File: src/design/dos_consts.vh
// Constants for the discrete output sequencer: register map, field positions,
// reset values, mode codes and timing figures.
// Assumes inclusion by its bare name from the sequencer design file.
`ifndef DOS_CONSTS_VH
`define DOS_CONSTS_VH

// Byte offsets of global registers
`define DOS_REG_FLASH      8'h00
`define DOS_REG_WDOG       8'h04
`define DOS_REG_PORT_EN    8'h08
`define DOS_REG_STATUS     8'h0C
`define DOS_REG_CMD        8'h10
// Per-channel block: base plus channel times stride
`define DOS_CH_BASE        4'h4
`define DOS_CH_CFG         4'h0
`define DOS_CH_ON          4'h4
`define DOS_CH_OFF         4'h8
`define DOS_CH_HOLD        4'hC

// Channel configuration fields
`define DOS_CFG_MODE_LSB   0
`define DOS_CFG_MODE_MSB   2
`define DOS_CFG_FORCE_LSB  4
`define DOS_CFG_FORCE_MSB  5
`define DOS_CFG_SRC        8
`define DOS_CFG_FAIL_LSB   12
`define DOS_CFG_FAIL_MSB   13
`define DOS_CFG_MASK       16'h313F

// Status fields
`define DOS_ST_FAIL        0
`define DOS_ST_PORT_LSB    8
`define DOS_ST_DOUT_LSB    16

// Output modes
`define DOS_MODE_DIRECT    3'h0
`define DOS_MODE_PWM       3'h1
`define DOS_MODE_DELAY     3'h2
`define DOS_MODE_FLASH     3'h3
`define DOS_MODE_TOGGLE    3'h4
`define DOS_MODE_OSALT     3'h5
`define DOS_MODE_PULSE     3'h6

// Force and link-loss action codes
`define DOS_FORCE_NONE     2'h0
`define DOS_FORCE_OFF      2'h1
`define DOS_FORCE_ON       2'h2
`define DOS_FAIL_HOLD      2'h0
`define DOS_FAIL_OFF       2'h1
`define DOS_FAIL_ON        2'h2

// Reset values
`define DOS_RST_FLASH      16'h0032
`define DOS_RST_WDOG       16'h0000
`define DOS_RST_CFG        16'h0000

// Timing
`define DOS_CLK_NS         50
`define DOS_TICK_NS        1000000
// One millisecond of 50 ns clocks, sized for the 16-bit tick counter
`define DOS_TICK_CYCLES    16'h4E20
`define DOS_FLASH_STEP_MS  4'h9

`endif

File: src/design/dos_sequencer.v
// Discrete output sequencer: per-channel mode timing, force, holdoff,
// source select and link-loss states, with an AHB-Lite register slave.
// Assumes a single 20 MHz clock, one AHB-Lite master, message pulses per port.
//
// Operation
// - Force holds output, discards changing commands
// - Force setting kept per channel, bus writable
// - PWM alternates on and off while commanded
// - Delay mode waits, then on until off
// - Flash channels share one common timebase
// - Flash half period in ten millisecond steps
// - Flash setting gives equal on, off phases
// - Toggle modes invert on command rising edge
// - One-shot toggle flips, then off after time
// - Pulse waits off time, then on time
// - With command register source, pulse refires without an intervening off
// - New command during pulse restarts on time
// - Nonzero holdoff keeps output off after turnoff
// - No added delay once holdoff elapsed
// - Per channel link-loss action hold off on
// - Failure detection enabled per port
// - Failure states kept until host writes the command register
// - Source select picks function block result
// - Failure when timeout nonzero and silent
`include "dos_consts.vh"
`timescale 1ns/10ps
`default_nettype none

module dos_sequencer #(
  parameter        NCH         = 4,
  parameter        NPORT       = 2,
  parameter [15:0] TICK_CYCLES = `DOS_TICK_CYCLES
) (
  input  wire             clk,
  input  wire             rstn,
  input  wire             hsel,
  input  wire [31:0]      haddr,
  input  wire [1:0]       htrans,
  input  wire             hwrite,
  input  wire [2:0]       hsize,
  input  wire [31:0]      hwdata,
  input  wire             hready,
  output reg              hreadyout,
  output reg  [31:0]      hrdata,
  output reg              hresp,
  input  wire [NPORT-1:0] msg_rx,
  input  wire [NCH-1:0]   fb_result,
  output wire [NCH-1:0]   dout,
  output reg              comm_fail
);

  localparam S_IDLE = 3'b001;
  localparam S_WAIT = 3'b010;
  localparam S_ON   = 3'b100;

  reg  [15:0]      flash_time;
  reg  [15:0]      wdog_time;
  reg  [NPORT-1:0] port_en;
  reg  [NCH-1:0]   cmd_reg;
  reg  [15:0]      cfg      [0:NCH-1];
  reg  [15:0]      on_time  [0:NCH-1];
  reg  [15:0]      off_time [0:NCH-1];
  reg  [15:0]      hold_time[0:NCH-1];
  reg  [15:0]      port_cnt [0:NPORT-1];
  reg  [NPORT-1:0] port_fail;
  reg  [NCH-1:0]   fail_hold;
  reg  [NCH-1:0]   fail_lvl;
  reg              comm_fail_q;

  reg              a_vld;
  reg              a_wr;
  reg  [7:0]       a_addr;
  reg  [31:0]      rd_mux;

  reg  [15:0]      tick_cnt;
  reg              tick;
  reg  [3:0]       fl_div;
  reg  [15:0]      fl_cnt;
  reg              flash_phase;

  wire             wr_en  = a_vld & a_wr;
  wire             cmd_wr = wr_en & (a_addr == `DOS_REG_CMD);
  wire             fail_rise = comm_fail & ~comm_fail_q;
  wire [15:0]      flash_lim = (flash_time == 16'h0000) ? 16'h0001 : flash_time;
  wire [NCH-1:0]   forced;
  wire [NCH-1:0]   cmd_wr_on;

  integer i;
  integer j;
  integer k;
  integer p;

  // Bus address phase capture; zero wait state, OKAY always
  always @(posedge clk or negedge rstn) begin
    if (!rstn) begin
      a_vld     <= 1'b0;
      a_wr      <= 1'b0;
      a_addr    <= 8'h00;
      hrdata    <= 32'h00000000;
      hreadyout <= 1'b0;
      hresp     <= 1'b0;
    end else begin
      hreadyout <= 1'b1;
      hresp     <= 1'b0;
      if (hsel && hready && htrans[1]) begin
        a_vld  <= 1'b1;
        a_wr   <= hwrite;
        a_addr <= haddr[7:0];
        if (!hwrite)
          hrdata <= rd_mux;
      end else begin
        a_vld <= 1'b0;
      end
    end
  end

  // Read decode of the address phase; unmapped reads zero
  always @* begin
    rd_mux = 32'h00000000;
    case (haddr[7:0])
      `DOS_REG_FLASH:   rd_mux[15:0] = flash_time;
      `DOS_REG_WDOG:    rd_mux[15:0] = wdog_time;
      `DOS_REG_PORT_EN: rd_mux[NPORT-1:0] = port_en;
      `DOS_REG_STATUS: begin
        rd_mux[`DOS_ST_FAIL] = comm_fail;
        rd_mux[`DOS_ST_PORT_LSB +: NPORT] = port_fail;
        rd_mux[`DOS_ST_DOUT_LSB +: NCH]   = dout;
      end
      `DOS_REG_CMD:     rd_mux[NCH-1:0] = cmd_reg;
      default:          rd_mux = 32'h00000000;
    endcase
    for (k = 0; k < NCH; k = k + 1) begin
      if (haddr[7:4] == (`DOS_CH_BASE + k[3:0])) begin
        case (haddr[3:0])
          `DOS_CH_CFG:  rd_mux[15:0] = cfg[k];
          `DOS_CH_ON:   rd_mux[15:0] = on_time[k];
          `DOS_CH_OFF:  rd_mux[15:0] = off_time[k];
          `DOS_CH_HOLD: rd_mux[15:0] = hold_time[k];
          default:      rd_mux = 32'h00000000;
        endcase
      end
    end
  end

  // Register writes in the data phase
  always @(posedge clk or negedge rstn) begin
    if (!rstn) begin
      flash_time <= `DOS_RST_FLASH;
      wdog_time  <= `DOS_RST_WDOG;
      port_en    <= {NPORT{1'b0}};
      cmd_reg    <= {NCH{1'b0}};
      for (i = 0; i < NCH; i = i + 1) begin
        cfg[i]       <= `DOS_RST_CFG;
        on_time[i]   <= 16'h0000;
        off_time[i]  <= 16'h0000;
        hold_time[i] <= 16'h0000;
      end
    end else if (wr_en) begin
      if (a_addr == `DOS_REG_FLASH)
        flash_time <= hwdata[15:0];
      if (a_addr == `DOS_REG_WDOG)
        wdog_time <= hwdata[15:0];
      if (a_addr == `DOS_REG_PORT_EN)
        port_en <= hwdata[NPORT-1:0];
      for (i = 0; i < NCH; i = i + 1) begin
        if (cmd_wr && !forced[i])
          cmd_reg[i] <= hwdata[i];
        if (a_addr[7:4] == (`DOS_CH_BASE + i[3:0])) begin
          case (a_addr[3:0])
            `DOS_CH_CFG:  cfg[i] <= hwdata[15:0] & `DOS_CFG_MASK;
            `DOS_CH_ON:   on_time[i] <= hwdata[15:0];
            `DOS_CH_OFF:  off_time[i] <= hwdata[15:0];
            `DOS_CH_HOLD: hold_time[i] <= hwdata[15:0];
            default:      on_time[i] <= on_time[i];
          endcase
        end
      end
    end
  end

  // Shared millisecond tick and common flash timebase
  always @(posedge clk or negedge rstn) begin
    if (!rstn) begin
      tick_cnt    <= 16'h0000;
      tick        <= 1'b0;
      fl_div      <= 4'h0;
      fl_cnt      <= 16'h0000;
      flash_phase <= 1'b0;
    end else begin
      tick <= 1'b0;
      if (tick_cnt >= TICK_CYCLES - 16'h0001) begin
        tick_cnt <= 16'h0000;
        tick     <= 1'b1;
      end else begin
        tick_cnt <= tick_cnt + 16'h0001;
      end
      if (tick) begin
        if (fl_div == `DOS_FLASH_STEP_MS) begin
          fl_div <= 4'h0;
          if (fl_cnt + 16'h0001 >= flash_lim) begin
            fl_cnt      <= 16'h0000;
            flash_phase <= ~flash_phase;
          end else begin
            fl_cnt <= fl_cnt + 16'h0001;
          end
        end else begin
          fl_div <= fl_div + 4'h1;
        end
      end
    end
  end

  // Link watchdog per port and failure state capture
  always @(posedge clk or negedge rstn) begin
    if (!rstn) begin
      port_fail   <= {NPORT{1'b0}};
      comm_fail   <= 1'b0;
      comm_fail_q <= 1'b0;
      fail_hold   <= {NCH{1'b0}};
      fail_lvl    <= {NCH{1'b0}};
      for (p = 0; p < NPORT; p = p + 1)
        port_cnt[p] <= 16'h0000;
    end else begin
      for (p = 0; p < NPORT; p = p + 1) begin
        if (msg_rx[p])
          port_cnt[p] <= 16'h0000;
        else if (tick && port_cnt[p] != 16'hFFFF)
          port_cnt[p] <= port_cnt[p] + 16'h0001;
        port_fail[p] <= port_en[p] && (wdog_time != 16'h0000) && !msg_rx[p] &&
                        (port_cnt[p] >= wdog_time);
      end
      comm_fail   <= |port_fail;
      comm_fail_q <= comm_fail;
      for (j = 0; j < NCH; j = j + 1) begin
        if (fail_rise && cfg[j][`DOS_CFG_FAIL_MSB:`DOS_CFG_FAIL_LSB] != `DOS_FAIL_HOLD) begin
          fail_hold[j] <= 1'b1;
          fail_lvl[j]  <= (cfg[j][`DOS_CFG_FAIL_MSB:`DOS_CFG_FAIL_LSB] == `DOS_FAIL_ON);
        end else if (cmd_wr) begin
          fail_hold[j] <= 1'b0;
        end
      end
    end
  end

  genvar g;
  generate
    for (g = 0; g < NCH; g = g + 1) begin : ch
      wire [2:0] mode  = cfg[g][`DOS_CFG_MODE_MSB:`DOS_CFG_MODE_LSB];
      wire [1:0] frc   = cfg[g][`DOS_CFG_FORCE_MSB:`DOS_CFG_FORCE_LSB];
      wire       src   = cfg[g][`DOS_CFG_SRC];
      wire       cmd   = src ? fb_result[g] : cmd_reg[g];
      reg        cmd_q;
      reg        phase;
      reg        tgl;
      reg        os_act;
      reg  [2:0] pstate;
      reg  [15:0] tmr;
      reg  [15:0] off_cnt;
      reg        want;
      reg        dq;
      wire       rise   = cmd & ~cmd_q;
      wire       refire = src ? rise : cmd_wr_on[g];
      wire       allow  = (hold_time[g] == 16'h0000) || (off_cnt >= hold_time[g]);
      wire [15:0] tmr_inc = (tmr == 16'hFFFF) ? tmr : tmr + 16'h0001;

      assign forced[g]    = (frc != `DOS_FORCE_NONE);
      assign dout[g]      = dq;
      assign cmd_wr_on[g] = cmd_wr & hwdata[g] & ~forced[g];

      always @* begin
        case (mode)
          `DOS_MODE_PWM:    want = cmd & phase;
          `DOS_MODE_DELAY:  want = cmd & (tmr >= off_time[g]);
          `DOS_MODE_FLASH:  want = cmd & flash_phase;
          `DOS_MODE_TOGGLE: want = tgl;
          `DOS_MODE_OSALT:  want = tgl;
          `DOS_MODE_PULSE:  want = (pstate == S_ON);
          default:          want = cmd;
        endcase
      end

      always @(posedge clk or negedge rstn) begin
        if (!rstn) begin
          cmd_q   <= 1'b0;
          phase   <= 1'b1;
          tgl     <= 1'b0;
          os_act  <= 1'b0;
          pstate  <= S_IDLE;
          tmr     <= 16'h0000;
          off_cnt <= 16'hFFFF;
          dq      <= 1'b0;
        end else begin
          cmd_q <= cmd;
          case (mode)
            `DOS_MODE_PWM: begin
              if (!cmd) begin
                phase <= 1'b1;
                tmr   <= 16'h0000;
              end else if (tick) begin
                if (tmr_inc >= (phase ? on_time[g] : off_time[g])) begin
                  phase <= ~phase;
                  tmr   <= 16'h0000;
                end else begin
                  tmr <= tmr_inc;
                end
              end
            end
            `DOS_MODE_DELAY: begin
              if (!cmd)
                tmr <= 16'h0000;
              else if (tick)
                tmr <= tmr_inc;
            end
            `DOS_MODE_TOGGLE: begin
              if (rise)
                tgl <= ~tgl;
            end
            `DOS_MODE_OSALT: begin
              if (rise) begin
                tgl    <= ~tgl;
                os_act <= ~tgl;
                tmr    <= 16'h0000;
              end else if (os_act && tick) begin
                if (tmr_inc >= on_time[g]) begin
                  tgl    <= 1'b0;
                  os_act <= 1'b0;
                end else begin
                  tmr <= tmr_inc;
                end
              end
            end
            `DOS_MODE_PULSE: begin
              case (pstate)
                S_IDLE: begin
                  if (refire) begin
                    pstate <= S_WAIT;
                    tmr    <= 16'h0000;
                  end
                end
                S_WAIT: begin
                  if (refire)
                    tmr <= 16'h0000;
                  else if (tmr >= off_time[g]) begin
                    pstate <= S_ON;
                    tmr    <= 16'h0000;
                  end else if (tick)
                    tmr <= tmr_inc;
                end
                S_ON: begin
                  if (refire)
                    tmr <= 16'h0000;
                  else if (tmr >= on_time[g])
                    pstate <= S_IDLE;
                  else if (tick)
                    tmr <= tmr_inc;
                end
                default: pstate <= S_IDLE;
              endcase
            end
            default: begin
              tmr    <= 16'h0000;
              phase  <= 1'b1;
              pstate <= S_IDLE;
              os_act <= 1'b0;
            end
          endcase
          // Time spent off, saturating, for restart lockout
          if (dq)
            off_cnt <= 16'h0000;
          else if (tick && off_cnt != 16'hFFFF)
            off_cnt <= off_cnt + 16'h0001;
          if (frc == `DOS_FORCE_ON)
            dq <= 1'b1;
          else if (frc == `DOS_FORCE_OFF)
            dq <= 1'b0;
          else if (fail_hold[g])
            dq <= fail_lvl[g] & (dq | allow);
          else
            dq <= want & (dq | allow);
        end
      end
    end
  endgenerate

endmodule // dos_sequencer
`default_nettype wire

File: config.mk
export PLATFORM = sky130hd
export DESIGN_NAME = dos_sequencer
export DESIGN_NICKNAME = d
export VERILOG_FILES = /design/src/design/dos_sequencer.v
export VERILOG_INCLUDE_DIRS = /design/src /design/src/design
export SDC_FILE = /design/constraint.sdc
export NUM_CORES = 2
export LEC_CHECK = 0
export ABC_AREA = 1
export ABC_CLOCK_PERIOD_IN_PS = 10100
export BUFFER_PORTS_ARGS = -buffer_cell sky130_fd_sc_hd__buf_2
export CAP_MARGIN = 10
export CORE_AREA = 5 5 295 297
export DETAILED_ROUTE_END_ITERATION = 10
export DIE_AREA = 0 0 300 302
export HOLD_SLACK_MARGIN = 0.02
export PLACE_DENSITY = 0.59
export SLEW_MARGIN = 10
export SYNTH_ARGS = -nofsm -noshare
export SYNTH_HDL_FRONTEND = slang
export SYNTH_SLANG_ARGS = --single-unit
File: constraint.sdc
create_clock -name clk -period 10.1 [get_ports clk]
set_clock_uncertainty 0.1 [all_clocks]
set_input_delay 1.515 -clock clk [delete_from_list [all_inputs] [get_ports clk]]
set_output_delay 1.515 -clock clk [all_outputs]
set_load 0.005 [all_outputs]
## Yosys cells after proc, flatten, opt, wreduce, memory -nomap -nowiden

Cells that the tools add are included.

- Register bits after elaboration: 551
- Input bits: 80

- Add/sub/neg operators: 13
- Order comparisons: 24
- Eq/ne operators: 132
- Multiplexer cells: 202
- Bitwise logic cells: 74
- Reductions and logical operators: 132

Operators by type and width:

| kind | count |
|---|---|
| $mux 16 | 78 |
| $ge 16x16->1 | 23 |
| $pmux 16 s5 | 4 |
| $pmux 16 s4 | 4 |
| $add 16x1->16 const B | 12 |
| $pmux 16 s3 | 4 |
| $ne 3x3->1 const B | 40 |
| $mux 32 | 3 |
| $ne 16x16->1 const B | 6 |
| $logic_not 16->1 | 5 |
| $reduce_and 3->1 | 25 |
| $eq 16x16->1 const B | 4 |
| $mux 3 | 20 |
| $mux 1 | 55 |
| $reduce_or 4->1 | 13 |
| $eq 3x3->1 const B | 16 |
| $reduce_bool 2->1 | 22 |
| $eq 4x3->1 const B | 10 |
| $eq 3x2->1 const B | 12 |
| $pmux 3 s3 | 4 |
| $and 1x1->1 | 35 |
| $not 1->1 | 35 |
| $reduce_and 7->1 | 4 |
| $logic_and 1x1->1 | 26 |
| other kinds (31) | 117 |

## Logic depth before layout (Yosys ltp)

- Word-level depth: 10
- Mapped depth: 25

## Least setup slack after synthesis

OpenSTA, ideal clock, no wires.

- Path type: register to register
- Start: register ch[1].tmr[1]
- End: register ch[1].tmr[9]
- Data arrival time: 3.273 ns
- Required time: 9.935 ns
- Path slack: 6.662 ns
- Stages on the path, launching flop included: 23
- Clock period less this slack: 3.438 ns
- Cell sequence: dfrtp_1 -> ha_1 -> inv_1 -> nor2_2 -> nand2_1 -> nor2_1 -> nor3_1 -> nand2_1 -> nor2_1 -> nand2_1 -> xor2_1 -> ha_1 -> nand2_1 -> o21bai_1 -> a21oi_1 -> a2111oi_0 -> nand2_1 -> nand2_2 -> nand2_4 -> nor2_8 -> buf_8 -> nand2_2 -> nand2_1

- Longest elaborated chain between the ends: 7
- Elaborated cells between the ends (all ways): 24
- Those cells by class: add/sub: 1; order compare: 4; eq/ne: 3; mux: 15; reduce/logical: 1

RTL lines:

| element | RTL line | RTL |
|---|---|---|
| from (decl) | dos_sequencer.v:257 | `reg [15:0] tmr;` |
| from (signal assigned) | dos_sequencer.v:304 | `tmr <= tmr_inc;` |
| from (signal assigned) | dos_sequencer.v:312 | `tmr <= tmr_inc;` |
| from (signal assigned) | dos_sequencer.v:328 | `tmr <= tmr_inc;` |
| $add 16x1->16 / $eq 16x16->1 (equally long branches) | dos_sequencer.v:264 | `wire [15:0] tmr_inc = (tmr == 16'hFFFF) ? tmr : tmr + 16'h0001;` |
| $mux 16 | dos_sequencer.v:264 |  |
| $ge 16x16->1 / $mux 16 (equally long branches) | n/a |  |
| $mux 16, on equally long branches | dos_sequencer.v:300, dos_sequencer.v:343, dos_sequencer.v:352 |  |
| $mux 16, on equally long branches | dos_sequencer.v:299, dos_sequencer.v:341, dos_sequencer.v:350 |  |
| $mux 16 / $pmux 16 s3 (equally long branches) | dos_sequencer.v:296, dos_sequencer.v:333 |  |
| $pmux 16 s5 | dos_sequencer.v:294 | `case (mode)` |

Several ways; a longest one is shown, not always the timed one. The select of a mux whose other input is x is not followed.
A chain may end at the register's enable or synchronous reset.

## Worst setup path after layout

- Start: register ch[1].tmr[1]
- End: register ch[1].tmr[5]

The elaborated chain is that of the path after synthesis.

==> flow_summary.html <==
<table>
<tr><th>Metric</th><th>Value</th></tr>
<tr><th colspan="2">Yosys</th></tr>
<tr><td>Cell taking the most area after synthesis</td><td>sky130_fd_sc_hd__dfrtp_1</td></tr>
<tr><td>Biggest area contributors in the synthesized netlist</td><td>sky130_fd_sc_hd__dfrtp_1 31%, sky130_fd_sc_hd__nand2_1 13%, sky130_fd_sc_hd__ha_1 13%</td></tr>
<tr><td>Number of enable-type register cells in the synthesized netlist</td><td>0</td></tr>
<tr><td>Fraction of the yosys area taken by sequential cells</td><td>0.362</td></tr>
<tr><td>Synthesized netlist cell count</td><td>5097</td></tr>
<tr><td>Avg Inst Size Synth</td><td>7.36 um^2</td></tr>
<tr><td>Synth async-reset ratio</td><td>1.00</td></tr>
<tr><td>Warnings, synthesis</td><td>0</td></tr>
<tr><td>Post-synthesis instance area</td><td>37500 um^2</td></tr>
<tr><td>Count of cell types in the netlist</td><td>69</td></tr>
<tr><td>Share of Yosys cell area claimed by the top area cell type</td><td>0.309</td></tr>
<tr><td>Count of state elements after synthesis</td><td>539</td></tr>
<tr><td>Commonest register cell after synthesis</td><td>sky130_fd_sc_hd__dfrtp_1</td></tr>
<tr><th colspan="2">Timing</th></tr>
<tr><td>Final setup violation count</td><td>0</td></tr>
<tr><td>Final setup TNS</td><td>0 ps</td></tr>
<tr><td>Final max-slew violation count</td><td>0</td></tr>
<tr><td>Hold Violations, Final</td><td>0</td></tr>
<tr><td>FMAX</td><td>0.237 GHz</td></tr>
<tr><td>RSZ-0062 raised after global routing</td><td>no</td></tr>
<tr><td>Shortest period the worst path allows</td><td>4230 ps</td></tr>
<tr><td>Share of the clock period used by the worst path</td><td>0.419</td></tr>
<tr><td>Worst-margin pin slew</td><td>1260 ps</td></tr>
<tr><td>Worst-case setup margin in the final layout</td><td>5870 ps</td></tr>
<tr><td>Slew headroom</td><td>0.161</td></tr>
<tr><th colspan="2">Clock tree</th></tr>
<tr><td>Clock tree from TritonCTS</td><td>built</td></tr>
<tr><td>Clock-pin transition on the worst setup and hold timing paths</td><td>60 ps</td></tr>
<tr><td>Level count of the clock H-tree</td><td>3</td></tr>
<tr><td>Number of buffers created by CTS</td><td>68</td></tr>
<tr><td>Buffers inserted during post-CTS setup optimization</td><td>0</td></tr>
<tr><td>Count of hold buffers inserted by post-cts repair</td><td>0</td></tr>
<tr><td>Count of cells resized by post-cts repair</td><td>0</td></tr>
<tr><td>Insertion delay to the later sink of the worst-skew pair</td><td>650 ps</td></tr>
<tr><td>Clock Sinks</td><td>539</td></tr>
<tr><td>Buffer levels on the longest clock path</td><td>3</td></tr>
<tr><td>Cell chosen for the clock root</td><td>sky130_fd_sc_hd__clkbuf_16</td></tr>
<tr><th colspan="2">Layout</th></tr>
<tr><td>Final net count</td><td>5534</td></tr>
<tr><td>Signed area change from the synthesized netlist to the final layout</td><td>9.28%</td></tr>
<tr><td>Final design utilization</td><td>0.486</td></tr>
<tr><td>Fraction of layout instances using a drive strength above 1</td><td>0.0686</td></tr>
<tr><td>Leading cell type in the layout, fill and taps excluded</td><td>sky130_fd_sc_hd__nand2_1</td></tr>
<tr><td>Filler Cells Inserted</td><td>8417</td></tr>
<tr><td>Highest-count cells in the layout ignoring fill and taps</td><td>1334 x sky130_fd_sc_hd__nand2_1, 650 x sky130_fd_sc_hd__inv_1, 552 x sky130_fd_sc_hd__o21ai_0, 463 x sky130_fd_sc_hd__dfrtp_1, 377 x sky130_fd_sc_hd__ha_1</td></tr>
<tr><td>Layout Cell Area excl Fill</td><td>41000 um^2</td></tr>
<tr><th colspan="2">Critical path</th></tr>
<tr><td>CP max stage cell</td><td>sky130_fd_sc_hd__dfrtp_1</td></tr>
<tr><td>Critical path arrival</td><td>4680 ps</td></tr>
<tr><td>Worst setup EP type</td><td>flip-flop</td></tr>
<tr><td>Type of element launching the critical path</td><td>flip-flop</td></tr>
<tr><td>Slowest cell delay on critical path</td><td>450 ps</td></tr>
<tr><td>Worst Reg-to-Reg Cells</td><td>21</td></tr>
<tr><td>Critical Path Fanout Max</td><td>17</td></tr>
<tr><td>Number of cells on the critical path</td><td>21</td></tr>
<tr><td>Type of the worst setup path</td><td>flip-flop to flip-flop</td></tr>
<tr><td>CP Data Required Time</td><td>10550 ps</td></tr>
<tr><td>Critical path buffers and inverters</td><td>2</td></tr>
<tr><td>CP most frequent cell</td><td>sky130_fd_sc_hd__nand2_1</td></tr>
<tr><td>Cell Chain, Critical Path</td><td>ha_1 -&gt; inv_1 -&gt; nor2_2 -&gt; nand2_1 -&gt; nor2_1 -&gt; nor3_1 -&gt; nand2_1 -&gt; nor2_1 -&gt; xor2_1 -&gt; ha_1 -&gt; nand2_1 -&gt; inv_1 -&gt; o21bai_1 -&gt; a21oi_1 -&gt; a2111oi_0 -&gt; nand2_1 -&gt; nand2_2 -&gt; nand2_4 -&gt; nor2_8 -&gt; nand2_1 -&gt; nand2_1</td></tr>
<tr><td>Kind of cell with the highest combined delay on the critical path</td><td>simple AND/OR/NAND/NOR gates</td></tr>
<tr><th colspan="2">Placement</th></tr>
<tr><td>Half-perimeter wire length after placement</td><td>88300 um</td></tr>
<tr><td>Final weighted congestion in routability-driven placement</td><td>0.967</td></tr>
<tr><td>Placed cell area</td><td>38600 um^2</td></tr>
<tr><td>IO Port Bufs</td><td>61</td></tr>
<tr><td>Worst slack after detailed placement</td><td>5580 ps</td></tr>
<tr><th colspan="2">Global route</th></tr>
<tr><td>Number of global-route vias before repair</td><td>31206</td></tr>
<tr><td>Met1 layer usage reported by global route</td><td>0.365</td></tr>
<tr><td>Initial antenna violation count</td><td>2</td></tr>
<tr><td>Maximum number of pins on one net before global-route repair</td><td>140</td></tr>
<tr><td>GRT busiest layer</td><td>met2</td></tr>
<tr><td>All-layer global routing usage</td><td>0.259</td></tr>
<tr><td>Overflow after GRT</td><td>0</td></tr>
<tr><td>Met2 capacity usage during global routing</td><td>0.416</td></tr>
<tr><td>M3 GR Usage</td><td>0.0454</td></tr>
<tr><td>Wire length of the first global-routing pass</td><td>184000 um</td></tr>
<tr><th colspan="2">Routing</th></tr>
<tr><td>ANT nets after route</td><td>0</td></tr>
<tr><td>Via density per instance</td><td>5.48</td></tr>
<tr><td>TritonRoute pass-1 iters</td><td>7</td></tr>
<tr><td>Final wirelength</td><td>120000 um</td></tr>
<tr><td>Drt initial violations</td><td>3055</td></tr>
<tr><td>Post-detailed-route DRC marker count</td><td>0</td></tr>
<tr><td>Routed WL per cell</td><td>19.2 um</td></tr>
<tr><td>DR vias</td><td>34133</td></tr>
<tr><th colspan="2">Floorplanning</th></tr>
<tr><td>Initial cell density of the core</td><td>0.445</td></tr>
<tr><td>Total number of placement rows</td><td>107</td></tr>
<tr><td>DIE AREA</td><td>90600 um^2</td></tr>
<tr><td>Height of the die</td><td>302 um</td></tr>
<tr><td>Floorplan core area</td><td>84300 um^2</td></tr>
<tr><td>Number of I/O pins</td><td>119</td></tr>
<tr><td>Die span in x</td><td>300 um</td></tr>
<tr><th colspan="2">Run</th></tr>
<tr><td>Number of max-cap violations</td><td>0</td></tr>
<tr><th colspan="2">Pwr</th></tr>
<tr><td>Clock power share</td><td>0.422</td></tr>
<tr><td>Areal power density over the cells</td><td>152 nW/um^2</td></tr>
<tr><td>Maximum ir drop on the vdd rail</td><td>0.000123 V</td></tr>
<tr><td>Design internal power</td><td>0.00429 W</td></tr>
<tr><td>Sw Pwr</td><td>0.00196 W</td></tr>
<tr><td>Share of total power consumed by net switching</td><td>0.314</td></tr>
<tr><td>Static Leak</td><td>22.4 nW</td></tr>
<tr><td>Combinational Power Share</td><td>0.159</td></tr>
<tr><td>Reg power frac</td><td>0.419</td></tr>
<tr><th colspan="2">Min path</th></tr>
<tr><td>Path type of the worst min-delay path</td><td>flip-flop to flip-flop</td></tr>
<tr><td>Hold Crit Depth</td><td>1</td></tr>
<tr><th colspan="2">Status</th></tr>
<tr><td>Run status</td><td>finished clean</td></tr>
</table>
-- cells in the mapped netlist, types with 4 or more instances --
library cell,count
sky130_fd_sc_hd__nor3b_1,11
sky130_fd_sc_hd__buf_1,5
sky130_fd_sc_hd__nor2_1,290
sky130_fd_sc_hd__nand4_1,73
sky130_fd_sc_hd__o211ai_1,27
sky130_fd_sc_hd__inv_1,650
sky130_fd_sc_hd__clkbuf_1,139
sky130_fd_sc_hd__buf_2,11
sky130_fd_sc_hd__a2111oi_0,7
sky130_fd_sc_hd__o31ai_1,5
sky130_fd_sc_hd__o2111ai_1,5
sky130_fd_sc_hd__nor2_2,8
sky130_fd_sc_hd__clkinv_1,7
sky130_fd_sc_hd__a31oi_1,6
sky130_fd_sc_hd__nand3b_1,8
sky130_fd_sc_hd__nand2_2,28
sky130_fd_sc_hd__dfstp_2,75
sky130_fd_sc_hd__xnor2_1,4
sky130_fd_sc_hd__nand3_1,163
sky130_fd_sc_hd__o21ai_0,552
sky130_fd_sc_hd__nor4_1,35
sky130_fd_sc_hd__xor2_1,53
sky130_fd_sc_hd__o221ai_1,37
sky130_fd_sc_hd__dfrtp_1,464
sky130_fd_sc_hd__buf_6,6
sky130_fd_sc_hd__o21bai_1,7
sky130_fd_sc_hd__or2_2,8
sky130_fd_sc_hd__nand2_1,1335
sky130_fd_sc_hd__and3_1,4
sky130_fd_sc_hd__o21a_1,10
sky130_fd_sc_hd__o21ai_1,16
sky130_fd_sc_hd__a211oi_1,32
sky130_fd_sc_hd__a21oi_1,333
sky130_fd_sc_hd__nand2_4,5
sky130_fd_sc_hd__inv_2,19
sky130_fd_sc_hd__nor3_1,122
sky130_fd_sc_hd__o22ai_1,63
sky130_fd_sc_hd__o22a_1,7
sky130_fd_sc_hd__a221oi_1,26
sky130_fd_sc_hd__buf_4,21
sky130_fd_sc_hd__ha_1,377
-- worst reg2reg max path, cell delays in order (launching register included) --
cell	delay, ps
sky130_fd_sc_hd__dfrtp_1	450
sky130_fd_sc_hd__ha_1	230
sky130_fd_sc_hd__inv_1	100
sky130_fd_sc_hd__nor2_2	50
sky130_fd_sc_hd__nand2_1	120
sky130_fd_sc_hd__nor2_1	100
sky130_fd_sc_hd__nor3_1	290
sky130_fd_sc_hd__nand2_1	140
sky130_fd_sc_hd__nor2_1	170
sky130_fd_sc_hd__xor2_1	420
sky130_fd_sc_hd__ha_1	330
sky130_fd_sc_hd__nand2_1	70
sky130_fd_sc_hd__inv_1	30
sky130_fd_sc_hd__o21bai_1	110
sky130_fd_sc_hd__a21oi_1	90
sky130_fd_sc_hd__a2111oi_0	450
sky130_fd_sc_hd__nand2_1	130
sky130_fd_sc_hd__nand2_2	100
sky130_fd_sc_hd__nand2_4	160
sky130_fd_sc_hd__nor2_8	350
sky130_fd_sc_hd__nand2_1	100
sky130_fd_sc_hd__nand2_1	70
-- metal layers --
| metal | vias to the layer above | routed length [um] |
|---|---|---|
| met1 | 15950 | 54700 |
| met2 | 1025 | 53500 |
| met4 | 4 | 2790 |
| met5 | - | 34 |
| li1 | 16991 | - |
| met3 | 163 | 8770 |
-- cell type report --
| type | instances | area, um^2 | area share |
|---|---|---|---|
| clock buffers | 98 | 1950 | 0.0475 |
| diodes | 3 | 7.51 | 0.000183 |
| multi-input cells | 3711 | 20600 | 0.503 |
| inverters | 677 | 2540 | 0.0620 |
| well taps | 1090 | 1360 | 0.0332 |
| clock inverters | 26 | 445 | 0.0109 |
| repair buffers | 80 | 483 | 0.0118 |
| flip-flops and latches | 539 | 13600 | 0.331 |
-- cell families (layout without fill, tap and decap cells) --
group	Yosys count	after routing	share of synthesized area
other cells	2	18	0.000200
fa+ha+maj	377	377	0.126
buf+inv	860	881	0.0900
flops	539	539	0.362
compound gates	1159	1159	0.174
mux	1	1	0.000267
xor+xnor	57	57	0.0133
simple gates	2102	2102	0.235
-- final timing paths --
kind	start	end	slack (ps)
max	ch[1].tmr[1]	ch[1].tmr[5]	5870
max in group asynchronous	rstn	port_cnt[3]	6970
min reg2reg	tick_cnt[0]	tick_cnt[0]	360
min in group asynchronous	rstn	ch[1].tmr[9]	760
max reg2reg	ch[1].tmr[1]	ch[1].tmr[5]	5870
min	tick_cnt[0]	tick_cnt[0]	360
-- per-stage QoR --
step | hold WS (ps) | total power (W) | std cells
2_1_floorplan | 296 | 0.00326 | 5110
3_3_place_gp | 349 | 0.00361 | 6097
3_5_place_dp | 354 | 0.00364 | 6097
4_1_cts | 361 | 0.00629 | 6221
5_1_grt | 407 | 0.00656 | 6221
6_report | 358 | 0.00625 | 6224
-- power by group through the flow --
stage | combinational (W) | clock [W] | sequential [W]
2_1_floorplan | 0.000719 | 0 | 0.00254
4_1_cts | 0.000995 | 0.00268 | 0.00261
3_3_place_gp | 0.000965 | 0 | 0.00265
5_1_grt | 0.00114 | 0.00278 | 0.00265
3_5_place_dp | 0.000991 | 0 | 0.00265
6_report | 0.000994 | 0.00264 | 0.00262
No activity file was read; power rests on OpenSTA's default activity.
